## config.mk

```make
export PLATFORM = sky130hd
export DESIGN_NAME = tsaoc_top
export DESIGN_NICKNAME = d
export VERILOG_FILES = /design/src/design/tsaoc_pkg.sv /design/src/design/tsaoc_top.sv
export SDC_FILE = /design/constraint.sdc
export NUM_CORES = 1
export LEC_CHECK = 0
export BUFFER_PORTS_ARGS = -buffer_cell sky130_fd_sc_hd__buf_2
export CAP_MARGIN = 20
export CORE_MARGIN = 2
export CORE_UTILIZATION = 30
export DETAILED_ROUTE_END_ITERATION = 10
export PLACE_DENSITY = 0.53
export SYNTH_ARGS = -nofsm -noshare
export SYNTH_HDL_FRONTEND = slang
export SYNTH_SLANG_ARGS = --single-unit
```

## constraint.sdc

```tcl
create_clock -name clk -period 4.7 [get_ports clk]
set_input_delay 0.47 -clock clk [delete_from_list [all_inputs] [get_ports clk]]
set_output_delay 0.47 -clock clk [all_outputs]
set_load 0.05 [all_outputs]
```

## src/design/tsaoc_pkg.sv

```systemverilog
// ----------------------------------------------------------------------------
// Shared constants of the two-step converter output control
// ----------------------------------------------------------------------------
package tsaoc_pkg;

   // Code and level widths
   localparam int CODE_W   = 10;
   localparam int LVL_W    = 12;
   localparam int COARSE_W = 5;
   localparam int FINE_W   = 6;
   localparam int SYNC_LEN = 3;

   // Level arithmetic, 13-bit signed, in LSB units above the bottom reference
   localparam logic signed [12:0] LVL_ZERO   = 13'sh0000;
   localparam logic signed [12:0] LVL_TOP    = 13'sh03FF;  // Step 1023
   localparam logic signed [12:0] REDUNDANCY = 13'sh0010;  // 16 LSB either side
   localparam logic signed [12:0] FINE_MAX   = 13'sh003F;  // Fine span 0..63

   // Control pin positions inside the synchronised pin vector
   localparam int PIN_MSB = 0;
   localparam int PIN_LOW = 1;
   localparam int PIN_EN  = 2;
   localparam int PIN_SAVE = 3;
   localparam int PIN_W   = 4;

   // Register byte offsets
   localparam int ADDR_W = 8;
   localparam logic [7:0] OFF_CTRL   = 8'h00;
   localparam logic [7:0] OFF_STATUS = 8'h04;
   localparam logic [7:0] OFF_MASK   = 8'h08;
   localparam logic [7:0] OFF_SAMPLE = 8'h0C;

   // Field positions and reset values
   localparam int CTRL_RUN   = 0;
   localparam int EV_W       = 3;
   localparam int EV_TOP     = 0;
   localparam int EV_BOT     = 1;
   localparam int EV_PSAVE   = 2;
   localparam int SMP_TOP    = 10;
   localparam int SMP_BOT    = 11;
   localparam int SMP_PSAVE  = 12;
   localparam logic [31:0] CTRL_RST = 32'h0000_0001;
   localparam logic [2:0]  MASK_RST = 3'h0;

endpackage : tsaoc_pkg

```

## src/design/tsaoc_top.sv

```systemverilog
`timescale 1ns/10ps
`default_nettype none

module tsaoc_top (
   // Clock and reset
   input  wire logic                 clk,
   input  wire logic                 rstn,
   // APB slave
   input  wire logic                 psel,
   input  wire logic                 penable,
   input  wire logic                 pwrite,
   input  wire logic [7:0]           paddr,
   input  wire logic [31:0]          pwdata,
   output logic      [31:0]          prdata,
   output logic                      pready,
   output logic                      pslverr,
   // Held levels in LSB units above the bottom reference
   input  wire logic signed [11:0]   coarse_stage_input,
   input  wire logic signed [11:0]   fine_stage_input,
   // Control pins
   input  wire logic                 msb_invert_n,
   input  wire logic                 lower_bits_invert_n,
   input  wire logic                 out_enable_n,
   input  wire logic                 power_save_req,
   // Sample outputs with enables
   output logic      [9:0]           sample_code,
   output logic                      sample_code_oe,
   output logic                      top_exceed_flag,
   output logic                      bottom_exceed_flag,
   output logic                      flags_oe,
   output logic                      power_save_active,
   output logic                      irq
);

   // -------------------------------------------------------------------------
   // Reset release and pin synchronisers
   // -------------------------------------------------------------------------
   logic [1:0]                 rst_ff_q;
   logic                       rst_n_s;
   logic [3:0]                 pin_raw;
   logic [3:0]                 pin_lvl;

   // Reset enters asynchronously but is released on the clock
   always_ff @(posedge clk or negedge rstn) begin
      if (!rstn) rst_ff_q <= 2'h0;
      else       rst_ff_q <= {rst_ff_q[0], 1'b1};
   end
   assign rst_n_s = rst_ff_q[1];

   assign pin_raw = {power_save_req, out_enable_n, lower_bits_invert_n, msb_invert_n};

   // Three stages per pin; the level moves only once stages two and three agree
   for (genvar g = 0; g < tsaoc_pkg::PIN_W; g++) begin : g_sync
      logic [2:0] sh_q;
      logic       lvl_q;
      always_ff @(posedge clk or negedge rst_n_s) begin
         if (!rst_n_s) sh_q <= 3'h7;
         else          sh_q <= {sh_q[1:0], pin_raw[g]};
      end
      always_ff @(posedge clk or negedge rst_n_s) begin
         if (!rst_n_s)            lvl_q <= 1'b1;
         else if (sh_q[1] == sh_q[2]) lvl_q <= sh_q[2];
      end
      assign pin_lvl[g] = lvl_q;
   end

   logic                       msb_n_s;
   logic                       low_n_s;
   logic                       en_n_s;
   logic                       save_s;
   assign msb_n_s = pin_lvl[tsaoc_pkg::PIN_MSB];
   assign low_n_s = pin_lvl[tsaoc_pkg::PIN_LOW];
   assign en_n_s  = pin_lvl[tsaoc_pkg::PIN_EN];
   assign save_s  = pin_lvl[tsaoc_pkg::PIN_SAVE];

   // -------------------------------------------------------------------------
   // Power save and conversion hold
   // -------------------------------------------------------------------------
   logic                       psave_d;
   logic                       psave_q;
   logic [31:0]                ctrl_q;
   logic                       hold;

   // Both pins high are needed; a lone power save request is ignored
   assign psave_d = save_s & en_n_s;
   assign hold    = psave_q | ~ctrl_q[tsaoc_pkg::CTRL_RUN];

   always_ff @(posedge clk or negedge rst_n_s) begin
      if (!rst_n_s) psave_q <= 1'b1;
      else          psave_q <= psave_d;
   end

   // -------------------------------------------------------------------------
   // Coarse stage, rising edge
   // -------------------------------------------------------------------------
   logic signed [12:0]         coarse_ext;
   logic [9:0]                 coarse_clamp;
   logic [4:0]                 coarse_idx_q;
   logic [9:0]                 coarse_lvl_q;

   assign coarse_ext   = {coarse_stage_input[11], coarse_stage_input};
   assign coarse_clamp = (coarse_ext < tsaoc_pkg::LVL_ZERO) ? 10'h000 :
                         (coarse_ext > tsaoc_pkg::LVL_TOP)  ? 10'h3FF : coarse_ext[9:0];

   // Upper bank resolves one of 32 steps of 32 LSB; the full level is kept to judge the window
   always_ff @(posedge clk or negedge rst_n_s) begin
      if (!rst_n_s) begin
         coarse_idx_q <= 5'h00;
         coarse_lvl_q <= 10'h000;
      end else if (!hold) begin
         coarse_idx_q <= coarse_clamp[9:5];
         coarse_lvl_q <= coarse_clamp;
      end
   end

   // -------------------------------------------------------------------------
   // Fine stage, falling edge
   // -------------------------------------------------------------------------
   logic signed [12:0]         base;
   logic signed [12:0]         fine_ext;
   logic signed [12:0]         resid;
   logic [5:0]                 resid_clamp;
   logic [9:0]                 fine_clamp;
   logic signed [12:0]         fine_gap;
   logic                       fine_win;
   logic [5:0]                 fine_res_q;
   logic                       fine_over_q;
   logic                       fine_under_q;
   logic [9:0]                 fine_ref_q;
   logic                       win_q;

   // Fine window starts 16 LSB below the coarse step, giving redundancy both ways
   assign base        = $signed({3'h0, coarse_idx_q, 5'h00}) - tsaoc_pkg::REDUNDANCY;
   assign fine_ext    = {fine_stage_input[11], fine_stage_input};
   assign resid       = fine_ext - base;
   assign resid_clamp = (resid < tsaoc_pkg::LVL_ZERO) ? 6'h00 :
                        (resid > tsaoc_pkg::FINE_MAX) ? 6'h3F : resid[5:0];
   assign fine_clamp  = (fine_ext < tsaoc_pkg::LVL_ZERO) ? 10'h000 :
                        (fine_ext > tsaoc_pkg::LVL_TOP)  ? 10'h3FF : fine_ext[9:0];
   assign fine_gap    = fine_ext - $signed({3'h0, coarse_lvl_q});
   // Window is judged against the level the upper bank latched; a moving input cannot fake it
   assign fine_win    = (fine_gap <= tsaoc_pkg::REDUNDANCY) &&
                        (fine_gap >= -tsaoc_pkg::REDUNDANCY);

   // Lower bank latches on the falling edge, after the held level has settled
   always_ff @(negedge clk or negedge rst_n_s) begin
      if (!rst_n_s) begin
         fine_res_q   <= 6'h00;
         fine_over_q  <= 1'b0;
         fine_under_q <= 1'b0;
         fine_ref_q   <= 10'h000;
         win_q        <= 1'b0;
      end else if (!hold) begin
         fine_res_q   <= resid_clamp;
         fine_over_q  <= fine_ext > tsaoc_pkg::LVL_TOP;
         fine_under_q <= fine_ext < tsaoc_pkg::LVL_ZERO;
         fine_ref_q   <= fine_clamp;
         win_q        <= fine_win;
      end
   end

   // -------------------------------------------------------------------------
   // Correction, coding and output registers
   // -------------------------------------------------------------------------
   logic signed [12:0]         corr;
   logic [9:0]                 bin_d;
   logic [9:0]                 code_d;
   logic [9:0]                 bin_q;
   logic [9:0]                 code_q;
   logic                       top_q;
   logic                       bot_q;
   logic                       oe_q;

   assign corr   = base + $signed({7'h00, fine_res_q});
   assign bin_d  = (corr < tsaoc_pkg::LVL_ZERO) ? 10'h000 :
                   (corr > tsaoc_pkg::LVL_TOP)  ? 10'h3FF : corr[9:0];
   // Inversions act only on the code, never on the flags
   assign code_d = {bin_d[9] ^ ~msb_n_s,
                    bin_d[8:0] ^ {9{~low_n_s}}};

   // Code and flags move together on the rising edge; frozen while held
   always_ff @(posedge clk or negedge rst_n_s) begin
      if (!rst_n_s) begin
         bin_q  <= 10'h000;
         code_q <= 10'h000;
         top_q  <= 1'b0;
         bot_q  <= 1'b0;
      end else if (!hold) begin
         bin_q  <= bin_d;
         code_q <= code_d;
         top_q  <= fine_over_q;
         bot_q  <= fine_under_q;
      end
   end

   // Enable path is not held, so power save never traps the drivers on
   always_ff @(posedge clk or negedge rst_n_s) begin
      if (!rst_n_s) oe_q <= 1'b0;
      else          oe_q <= ~en_n_s;
   end

   assign sample_code        = code_q;
   assign sample_code_oe     = oe_q;
   assign top_exceed_flag    = top_q;
   assign bottom_exceed_flag = bot_q;
   assign flags_oe           = oe_q;
   assign power_save_active  = psave_q;

   // -------------------------------------------------------------------------
   // APB slave, no wait states
   // -------------------------------------------------------------------------
   logic                       setup;
   logic                       acc_wr;
   logic                       hit_ctrl;
   logic                       hit_status;
   logic                       hit_mask;
   logic                       hit_sample;
   logic                       mapped;
   logic [31:0]                rd_mux;
   logic [31:0]                prdata_q;
   logic                       pready_q;
   logic                       pslverr_q;
   logic [2:0]                 status_q;
   logic [2:0]                 status_d;
   logic [2:0]                 mask_q;
   logic [2:0]                 ev_set;
   logic [2:0]                 ev_clr;
   logic                       irq_q;

   assign setup      = psel & ~penable;
   assign acc_wr     = psel & penable & pready_q & pwrite & ~pslverr_q;
   assign hit_ctrl   = paddr == tsaoc_pkg::OFF_CTRL;
   assign hit_status = paddr == tsaoc_pkg::OFF_STATUS;
   assign hit_mask   = paddr == tsaoc_pkg::OFF_MASK;
   assign hit_sample = paddr == tsaoc_pkg::OFF_SAMPLE;
   assign mapped     = hit_ctrl | hit_status | hit_mask | hit_sample;
   assign rd_mux     = hit_ctrl   ? ctrl_q :
                       hit_status ? {29'h0, status_q} :
                       hit_mask   ? {29'h0, mask_q} :
                       hit_sample ? {19'h0, psave_q, bot_q, top_q, bin_q} : 32'h0;

   // Answer lands in the access cycle; unmapped addresses return an error
   always_ff @(posedge clk or negedge rst_n_s) begin
      if (!rst_n_s) begin
         pready_q  <= 1'b0;
         pslverr_q <= 1'b0;
         prdata_q  <= 32'h0;
      end else begin
         pready_q  <= setup;
         pslverr_q <= setup & ~mapped;
         prdata_q  <= (setup & ~pwrite) ? rd_mux : 32'h0;
      end
   end

   always_ff @(posedge clk or negedge rst_n_s) begin
      if (!rst_n_s)              ctrl_q <= tsaoc_pkg::CTRL_RST;
      else if (acc_wr & hit_ctrl) ctrl_q <= pwdata;
   end

   always_ff @(posedge clk or negedge rst_n_s) begin
      if (!rst_n_s)              mask_q <= tsaoc_pkg::MASK_RST;
      else if (acc_wr & hit_mask) mask_q <= pwdata[2:0];
   end

   // Sticky events; a new event outranks a same-cycle write-one clear
   assign ev_set[tsaoc_pkg::EV_TOP]   = ~hold & fine_over_q;
   assign ev_set[tsaoc_pkg::EV_BOT]   = ~hold & fine_under_q;
   assign ev_set[tsaoc_pkg::EV_PSAVE] = psave_d & ~psave_q;
   assign ev_clr   = (acc_wr & hit_status) ? pwdata[2:0] : 3'h0;
   assign status_d = (status_q & ~ev_clr) | ev_set;

   always_ff @(posedge clk or negedge rst_n_s) begin
      if (!rst_n_s) begin
         status_q <= 3'h0;
         irq_q    <= 1'b0;
      end else begin
         status_q <= status_d;
         irq_q    <= |(status_q & mask_q);
      end
   end

   assign prdata  = prdata_q;
   assign pready  = pready_q;
   assign pslverr = pslverr_q;
   assign irq     = irq_q;
endmodule : tsaoc_top

`default_nettype wire

```

==> results.cfg, run 1 <==
[global_routing]
antenna_found_initial = 0
grt_pass1_wl_um = 21600
grt_pass1_vias = 4291
grt_max_degree = 68
grt_overflow_total = 0
grt_usage_pct = 14.0

[final_layout]
drive_gt1_share_pct = 43.9
syn_to_final_growth_pct = 34.7
final_nets = 723
num-fill-cells = 1764
n_antenna_cell = 0
layout.area.seq_um2 = 3230
multi_input_area_um2 = 2390

[logic_synthesis]
syn_nets = 556
synth_edf_count = 0
yosysMostFrequentCell = dfrtp_1
synth_cells = 472
ys_warn_count = 0
yosysTopAreaCell = dfrtp_1
syn_area_um2 = 5570
syn_area_per_cell_um2 = 11.8
synth.top_cell.area_share_pct = 45.8
synth_commonest_cells = dfrtp_1, nand2_1, mux2_2
async_reset_ff_share_pct = 100
synth.distinct_cells = 61
ys_ff_latch = 128
synth.area.top_cells = dfrtp_1, dfstp_2, mux2_2, nand2_1, dfrtn_1
seq_area_frac_synth_pct = 57.9
synth_top_flop_cell = dfrtp_1

[drt]
postRouteAntennaNets = 0
dr.pass1.iters = 4
drc = 0
finalWirelength_um = 13200
vias_per_cell = 4.67
vias = 4112
drt_iter0_drc = 196
routedWlPerCell_um = 15.0

[floorplan]
start_util_pct = 30.8
core_um2 = 18100
num_io_pins = 123
die_x_um = 140
die-height_um = 140
die_area_um2 = 19700
rows = 49

[power]
power_frac_comb_pct = 14.8
peakVddDrop_uv = 168
power.internal_uw = 2130
p_sw_uw = 719
pwr-share-clk_pct = 43.9
seq_power_share_pct = 41.3
switching_share_pct = 25.2
p_leak_uw = 0.00383
powerDensity_nw_per_um2 = 379

[timing]
clock_skew_ps = 22.8
tightest_slew_ps = 966
setup-tns-final_ps = -1840
hold_violations = 0
setup_viol = 6
maxSlewHeadroom_pct = 35.4
grt_setup_unrepaired = yes
final.setup.worst_slack_ps = -312
slew_violations = 0

[setup_path]
required_ps = 2570
cp_slowest_cell = or4_4
r2r-start = coarse_idx_q[3]
crit_fanout = 6
cp-start-kind = register
critPathLaunch = coarse_idx_q[3]
crit_type = reg2reg
worstPathArrival_ps = 2880
crit_path_max_incr_delay_ps = 540
cp-end-kind = register
path_cells = or4_4 -> and2_4 -> ha_4 -> nand4b_1 -> a2111oi_4 -> nor4_2 -> xor2_1 -> buf_4 -> a22oi_1

[hold_path]
hp-class = in2reg
hold_start = lower_bits_invert_n

[status]
violations = negative setup slack
status = complete, but fails checks

[clock_network]
cts_tree = built
cts_num_sinks = 128
htreeDepth = 4
clockRootBuffer = clkbuf_16
clk_latency_ps = 410
cts_buffers = 17
max-clock-path-buffers = 2
clkTransAtPathRegs_ps = 60

[place]
hpwlAfterDp_um = 9760
io_buffers = 117
place_congestion = 0.804
dp_slack_ps = -328

[run]
maxCapViolCount = 0
## final timing paths
kind,end,slack [ps],depth (start not counted)
max,fine_res_q[1],-310,9
min,g_sync[1].sh_q[0],160,1
max reg2reg,fine_res_q[1],-310,9
min reg2reg,bin_q[3],290,0
max in group asynchronous,fine_res_q[2],1800,0
min in group asynchronous,bin_q[3],290,0
## registers in the layout (all words and copies together), names as in the netlist, 2 cells and up
signal        cells
ctrl_q           32
fine_res_q        6
sample_code      10
rst_ff_q          2
bin_q            10
prdata           32
coarse_idx_q      5
g_sync.lvl_q      3
mask_q            3
g_sync.sh_q      12
status_q          3
## cell usage in the layout (no fill, tap or decap), types with 4 or more instances in the layout
master	count
clkinv_2	5
nand3_1	8
maj3_1	4
nor2_1	24
a21oi_1	9
a21oi_2	6
nand2_1	57
buf_4	41
buf_2	117
dfstp_2	18
dfrtp_1	100
o21ai_0	11
nor2b_1	4
buf_6	6
xor2_1	5
a22oi_1	16
mux2i_1	6
clkinvlp_4	4
mux2_2	33
dfrtn_1	8
o21ai_1	4
nor3_1	5
a21o_1	7
a211o_1	5
ha_1	7
nand4_1	6
inv_1	15
and2_1	21
o31ai_1	4
clkbuf_16	17
## cell families (layout without fill, tap and decap cells)
kind of cell | after synthesis | after routing | synth area share (%)
AO/OA/AOI/OAI | 85 | 85 | 10.7
XOR/XNOR | 12 | 12 | 2.40
adder cells (fa/ha/maj) | 16 | 16 | 3.64
buffers and inverters | 34 | 214 | 2.74
flip-flops | 128 | 128 | 57.9
multiplexers | 41 | 41 | 8.15
other | 1 | 1 | 0.0673
AND/OR/NAND/NOR | 155 | 155 | 14.4
## critical path: cells and delay by family (launching register included)
family	cells	cell delay (ps)
xor+xnor	1	160
compound gates	2	450
flops	1	380
buf+inv	1	160
simple gates	4	1030
fa+ha+maj	1	290
## timing repair
item | 4_1_cts | 5_1_grt
gates resized for setup | 9 | 26
endpoints found under the hold margin | 2 | 0
buffers inserted | 1 | 4
hold buffers | 1 | 0
setup endpoints to repair | 21 | 22
pin swaps | 4 | 15
## cell type report
cell class / count / area share (%)
sequential: 128 / 43.0
multi-input combinational: 310 / 31.8
timing repair buffer: 165 / 12.9
clock buffer: 21 / 6.00
tap: 229 / 3.82
clock inverter: 11 / 1.53
inverter: 17 / 0.850
## metrics by stage
step	instances	area [um2]	utilization (%)	power, uW	hold slack (ps)
global route	881	7510	41.5	2980	137
finish	881	7510	41.5	2850	157
global placement	843	6730	37.2	1540	256
CTS	877	7340	40.6	2820	137
floorplan	472	5620	-	1410	174
detailed placement	843	6730	37.2	1550	259
## routing by layer
| layer | GRT usage [%] | vias to the layer above | share of wire (%) |
|---|---|---|---|
| met4 | 5.37 | 0 | 1.4 |
| li1 | - | 2001 | - |
| met5 | 0 | - | 0 |
| met2 | 22.6 | 120 | 48 |
| met3 | 3.49 | 14 | 5.0 |
| met1 | 18.1 | 1977 | 46 |
## power groups by stage
| stage | Clock, uW | Sequential [uW] | Combinational [uW] |
|---|---|---|---|
| after floorplan | 0 | 1220 | 191 |
| after global placement | 0 | 1190 | 346 |
| after detailed placement | 0 | 1190 | 353 |
| after CTS | 1280 | 1180 | 362 |
| after global routing | 1340 | 1180 | 462 |
| final | 1250 | 1180 | 421 |
Power figures use the tool's default switching activity.
==> run 2: changes to the inputs <==
--- a/config.mk
+++ b/config.mk
@@ -7,10 +7,12 @@
 export LEC_CHECK = 0
 export BUFFER_PORTS_ARGS = -buffer_cell sky130_fd_sc_hd__buf_2
 export CAP_MARGIN = 20
+export CELL_PAD_IN_SITES_DETAIL_PLACEMENT = 1
+export CELL_PAD_IN_SITES_GLOBAL_PLACEMENT = 1
 export CORE_MARGIN = 2
 export CORE_UTILIZATION = 30
 export DETAILED_ROUTE_END_ITERATION = 10
-export PLACE_DENSITY = 0.53
+export PLACE_DENSITY = 0.66
 export SYNTH_ARGS = -nofsm -noshare
 export SYNTH_HDL_FRONTEND = slang
 export SYNTH_SLANG_ARGS = --single-unit
==> constraint.sdc (replaced) <==
create_clock -name clk -period 4.2 [get_ports clk]
set_input_delay 0.42 -clock clk [delete_from_list [all_inputs] [get_ports clk]]
set_output_delay 0.42 -clock clk [all_outputs]
set_load 0.05 [all_outputs]
==> run 2 against run 1 <==
  * Design area up 4.9%
  * Sequential cell count unchanged
  * The run still ends with negative setup slack left
  * Clock power up 30%
  * Via count up 5.3%
  * Sequential power up 11%
==> results.cfg, run 2 (synthesis results as in run 1) <==
[drt]
vias_per_cell = 4.88
dr.pass1.iters = 4
drc = 0
routedWlPerCell_um = 17.7
vias = 4330
finalWirelength_um = 15700
postRouteAntennaNets = 0
drt_iter0_drc = 115

[setup_path]
r2r_slack_ps = -690
required_ps = 2320
crit_type = reg2reg
crit_fanout = 6
r2r-start = coarse_idx_q[2]
cp-end-kind = register
critPathLaunch = coarse_idx_q[2]
reg2reg_depth = 11
reg2reg_to = fine_res_q[3]
worstPathArrival_ps = 3010
cp-start-kind = register
worstSetupEndpoint = fine_res_q[3]

[floorplan]
die_area_um2 = 19700
rows = 49
start_util_pct = 30.8
die-height_um = 140
die_x_um = 140
core_um2 = 18100
num_io_pins = 123

[final_layout]
n_antenna_cell = 0
final_nets = 730
final_common_cell = buf_2
syn_to_final_growth_pct = 41.3
drive_gt1_share_pct = 48.7
final_cell_mix = buf_2, dfrtp_1, nand2_1

[clock_network]
clkTransAtPathRegs_ps = 60
max-clock-path-buffers = 2
cts_num_sinks = 128
cts_tree = built
clockRootBuffer = clkbuf_16
clk_latency_ps = 420
htreeDepth = 4
cts_buffers = 17

[global_routing]
grt_overflow_total = 0
grt_max_degree = 65
grt_usage_pct = 16.5
antenna_found_initial = 0
grt_pass1_wl_um = 25400
grt_pass1_vias = 4836

[status]
violations = negative setup slack
status = complete, but fails checks

[timing]
hold_violations = 0
slew_violations = 0
clock_skew_ps = 25.6
maxSlewHeadroom_pct = 47.9
holdWs_ps = 101
setup_viol = 22
setup-tns-final_ps = -6670
grt_setup_unrepaired = yes
final.setup.worst_slack_ps = -691
tightest_slew_ps = 779

[power]
p_leak_uw = 0.00395
powerDensity_nw_per_um2 = 446
peakVddDrop_uv = 350

[hold_path]
hp-class = in2reg

[place]
hpwlAfterDp_um = 11100
place_congestion = 0.811
dp_slack_ps = -700
io_buffers = 117

[run]
maxCapViolCount = 0
==> run 2: changes by cell type in the layout (fill, tap and decap cells not counted), moves of 3 or more <==
cell	before	now
o21ai_2	0	7
bufinv_16	2	5
o21ai_0	11	4
a21oi_1	9	4
a21oi_2	6	10
clkinv_2	5	2
buf_4	41	45
==> run 2: report_power, final <==
group | leakage [uW] | switching, uW | internal [uW]
combinational | 0.00200 | 313 | 264
sequential | 0.00164 | 33.7 | 1280
clock | 0.000310 | 551 | 1070
==> run 2: per-layer routing <==
| metal | vias to the layer above | track usage, % | wire (um) |
|---|---|---|---|
| met4 | 0 | 6.54 | 329 |
| met3 | 27 | 3.97 | 715 |
| met1 | 2172 | 19.4 | 6470 |
| li1 | 2015 | - | - |
| met2 | 116 | 29.0 | 8160 |
| met5 | - | 0 | 0 |
==> run 2: area by class of cell <==
type,instances,area (um2)
tap,229,287
clock buffer,19,443
clock inverter,13,209
sequential,128,3230
inverter,17,63.8
multi-input combinational,310,2580
fill,1979,10200
timing repair buffer,172,1060
==> run 2: how the worst min path moves through the flow <==
stage	from	endpoint	slack, ps	cells after the start
2_1_floorplan	rstn	rst_ff_q[0]	120	0
3_3_place_gp	rst_ff_q[1]	coarse_idx_q[4]	190	0
3_5_place_dp	rst_ff_q[1]	coarse_idx_q[4]	200	0
4_1_cts	out_enable_n	g_sync[2].sh_q[0]	80	1
5_1_grt	power_save_req	g_sync[3].sh_q[0]	80	1
6_report	lower_bits_invert_n	g_sync[1].sh_q[0]	100	1
==> run 2: repair_timing <==
action,CTS,global route
pin swaps,30,17
cloned,1,0
buffers inserted,2,4
endpoints found under the setup margin,26,24
endpoints found under the hold margin,2,0
hold buffers,1,0
resized for setup,45,35
==> run 2: through the flow <==
step	power [uW]	instances	area [um2]	util, %
finish	3510	888	7880	43.5
detailed placement	1770	848	6780	37.5
floorplan	1590	472	5630	-
global placement	1750	848	6780	37.5
global route	3650	888	7880	43.5
CTS	3500	884	7660	42.4
==> run 2: worst max-delay path, stage by stage, from the launching register on <==
cell	delay [ps]
dfrtp_2	400
buf_4	160
o31ai_1	350
and2_4	230
ha_4	220
nand4b_1	230
buf_4	170
a21oi_1	80
nor4_2	340
xor2_1	180
buf_4	160
a22oi_1	80
==> run 3: changes to the inputs <==
--- a/config.mk
+++ b/config.mk
@@ -6,11 +6,11 @@
 export NUM_CORES = 1
 export LEC_CHECK = 0
 export BUFFER_PORTS_ARGS = -buffer_cell sky130_fd_sc_hd__buf_2
-export CAP_MARGIN = 20
 export CELL_PAD_IN_SITES_DETAIL_PLACEMENT = 1
 export CELL_PAD_IN_SITES_GLOBAL_PLACEMENT = 1
 export CORE_MARGIN = 2
 export CORE_UTILIZATION = 30
+export CTS_BUF_LIST = sky130_fd_sc_hd__clkbuf_4 sky130_fd_sc_hd__clkbuf_8 sky130_fd_sc_hd__clkbuf_16
 export DETAILED_ROUTE_END_ITERATION = 10
 export PLACE_DENSITY = 0.66
 export SYNTH_ARGS = -nofsm -noshare
==> run 3 against run 2 <==
  * The run still ends with negative setup slack left
  * Die area unchanged
  * Non-clock buffer count decreased by 2
  * Critical path depth unchanged
  * Total power decreased by 0.17%
  * Sequential share of layout area increased by 0.14 points
  * Core utilization decreased by 0.15 points
  * Design area decreased by 0.35%
  * Combinational power decreased by 2%
  * Sequential cell count unchanged
  * Critical path type unchanged
  * Largest cell class unchanged
==> results.cfg, run 3 (synthesis results as in run 1) <==
[status]
status = complete, but fails checks
violations = negative setup slack

[global_routing]
grt_pass1_vias = 4859
grt_usage_pct = 16.4
antenna_found_initial = 0
grt_overflow_total = 0
grt_max_degree = 65
grt_pass1_wl_um = 25300

[final_layout]
drive_gt1_share_pct = 48.6
design_area_um2 = 7850
fin_cells = 886
final_common_cell = buf_2
syn_to_final_growth_pct = 40.8
final_nets = 728
n_antenna_cell = 0
num-fill-cells = 1986
final_cell_mix = buf_2, dfrtp_1, nand2_1

[timing]
final.setup.worst_slack_ps = -682
tightest_slew_ps = 1020
maxSlewHeadroom_pct = 31.6
slew_violations = 0
grt_setup_unrepaired = yes
setup-tns-final_ps = -5920
setup_viol = 21
clock_skew_ps = 25.4
hold_violations = 0

[setup_path]
required_ps = 2320
cp-end-kind = register
worstPathArrival_ps = 3000
crit_type = reg2reg
cp-start-kind = register
crit_fanout = 6

[clock_network]
max-clock-path-buffers = 2
htreeDepth = 4
cts_buffers = 17
cts_num_sinks = 128
cts_tree = built
clkTransAtPathRegs_ps = 60
clockRootBuffer = clkbuf_16
clk_latency_ps = 420

[drt]
vias = 4298
vias_per_cell = 4.85
drc = 0
postRouteAntennaNets = 0
dr.pass1.iters = 4
routedWlPerCell_um = 17.4
drt_iter0_drc = 132
finalWirelength_um = 15400

[place]
hpwlAfterDp_um = 11100
dp.cells = 848
place_congestion = 0.811
postPlaceCellArea_um2 = 6780
io_buffers = 117

[power]
power_uw = 3510
powerDensity_nw_per_um2 = 447
peakVddDrop_uv = 348
p_leak_uw = 0.00394

[floorplan]
die-height_um = 140
rows = 49
num_io_pins = 123
die_area_um2 = 19700
core_um2 = 18100
start_util_pct = 30.8
die_x_um = 140

[hold_path]
hp-class = in2reg

[run]
maxCapViolCount = 0
==> run 3: metrics by stage <==
step | utilization [%] | setup slack [ps] | hold WS [ps]
2_1_floorplan | - | -613 | 124
4_1_cts | 42.4 | -591 | 81.7
3_5_place_dp | 37.5 | -700 | 200
5_1_grt | 43.4 | -791 | 83.8
6_report | 43.4 | -682 | 102
3_3_place_gp | 37.5 | -487 | 192
==> run 3: worst paths after layout <==
check	cells past startpoint	from	slack, ps	to
worst min-delay path	1	lower_bits_invert_n	100	g_sync[1].sh_q[0]
min in group asynchronous	0	rst_ff_q[1]	190	coarse_idx_q[4]
worst max-delay path	11	coarse_idx_q[2]	-680	fine_res_q[3]
worst min register to register	0	rst_ff_q[1]	190	coarse_idx_q[4]
max in group asynchronous	0	rst_ff_q[1]	1760	fine_res_q[3]
worst max register to register	11	coarse_idx_q[2]	-680	fine_res_q[3]
==> run 3: repair_timing <==
item,in CTS,in global routing
setup endpoints to repair,26,24
pin swaps,27,12
setup buffers,2,3
endpoints found under the hold margin,2,0
hold buffers,1,0
gates resized for setup,45,32
gates cloned,1,0
==> run 3: power breakdown <==
group	switching (uW)	leakage [uW]	internal (uW)
Sequential	33.4	0.00164	1280
Clock	550	0.000313	1080
Combinational	307	0.00199	258
==> run 3: cell type report <==
class / instances / area, um2 / share of cell area (%)
Timing Repair Buffer: 170 / 1030 / 13.2
Clock buffer: 19 / 447 / 5.69
Multi-Input combinational cell: 310 / 2580 / 32.8
Tap cell: 229 / 287 / 3.65
Sequential cell: 128 / 3230 / 41.2
Clock inverter: 13 / 209 / 2.66
Inverter: 17 / 63.8 / 0.813
==> run 3: critical path: stages (launching register included) <==
cell and delay [ps]:
dfrtp_2 400, buf_4 160, o31ai_1 350, and2_4 230
ha_4 220, nand4b_1 230, buf_4 170, a21oi_1 80
nor4_2 340, xor2_1 180, buf_4 160, a22oi_1 70
==> run 3: metal layers <==
| metal | vias up | routed length (um) | track usage [%] |
|---|---|---|---|
| met3 | 24 | 702 | 3.83 |
| met4 | 0 | 320 | 6.59 |
| met2 | 116 | 7980 | 28.8 |
| met1 | 2149 | 6450 | 19.3 |
| met5 | - | 0 | 0 |
| li1 | 2009 | - | - |
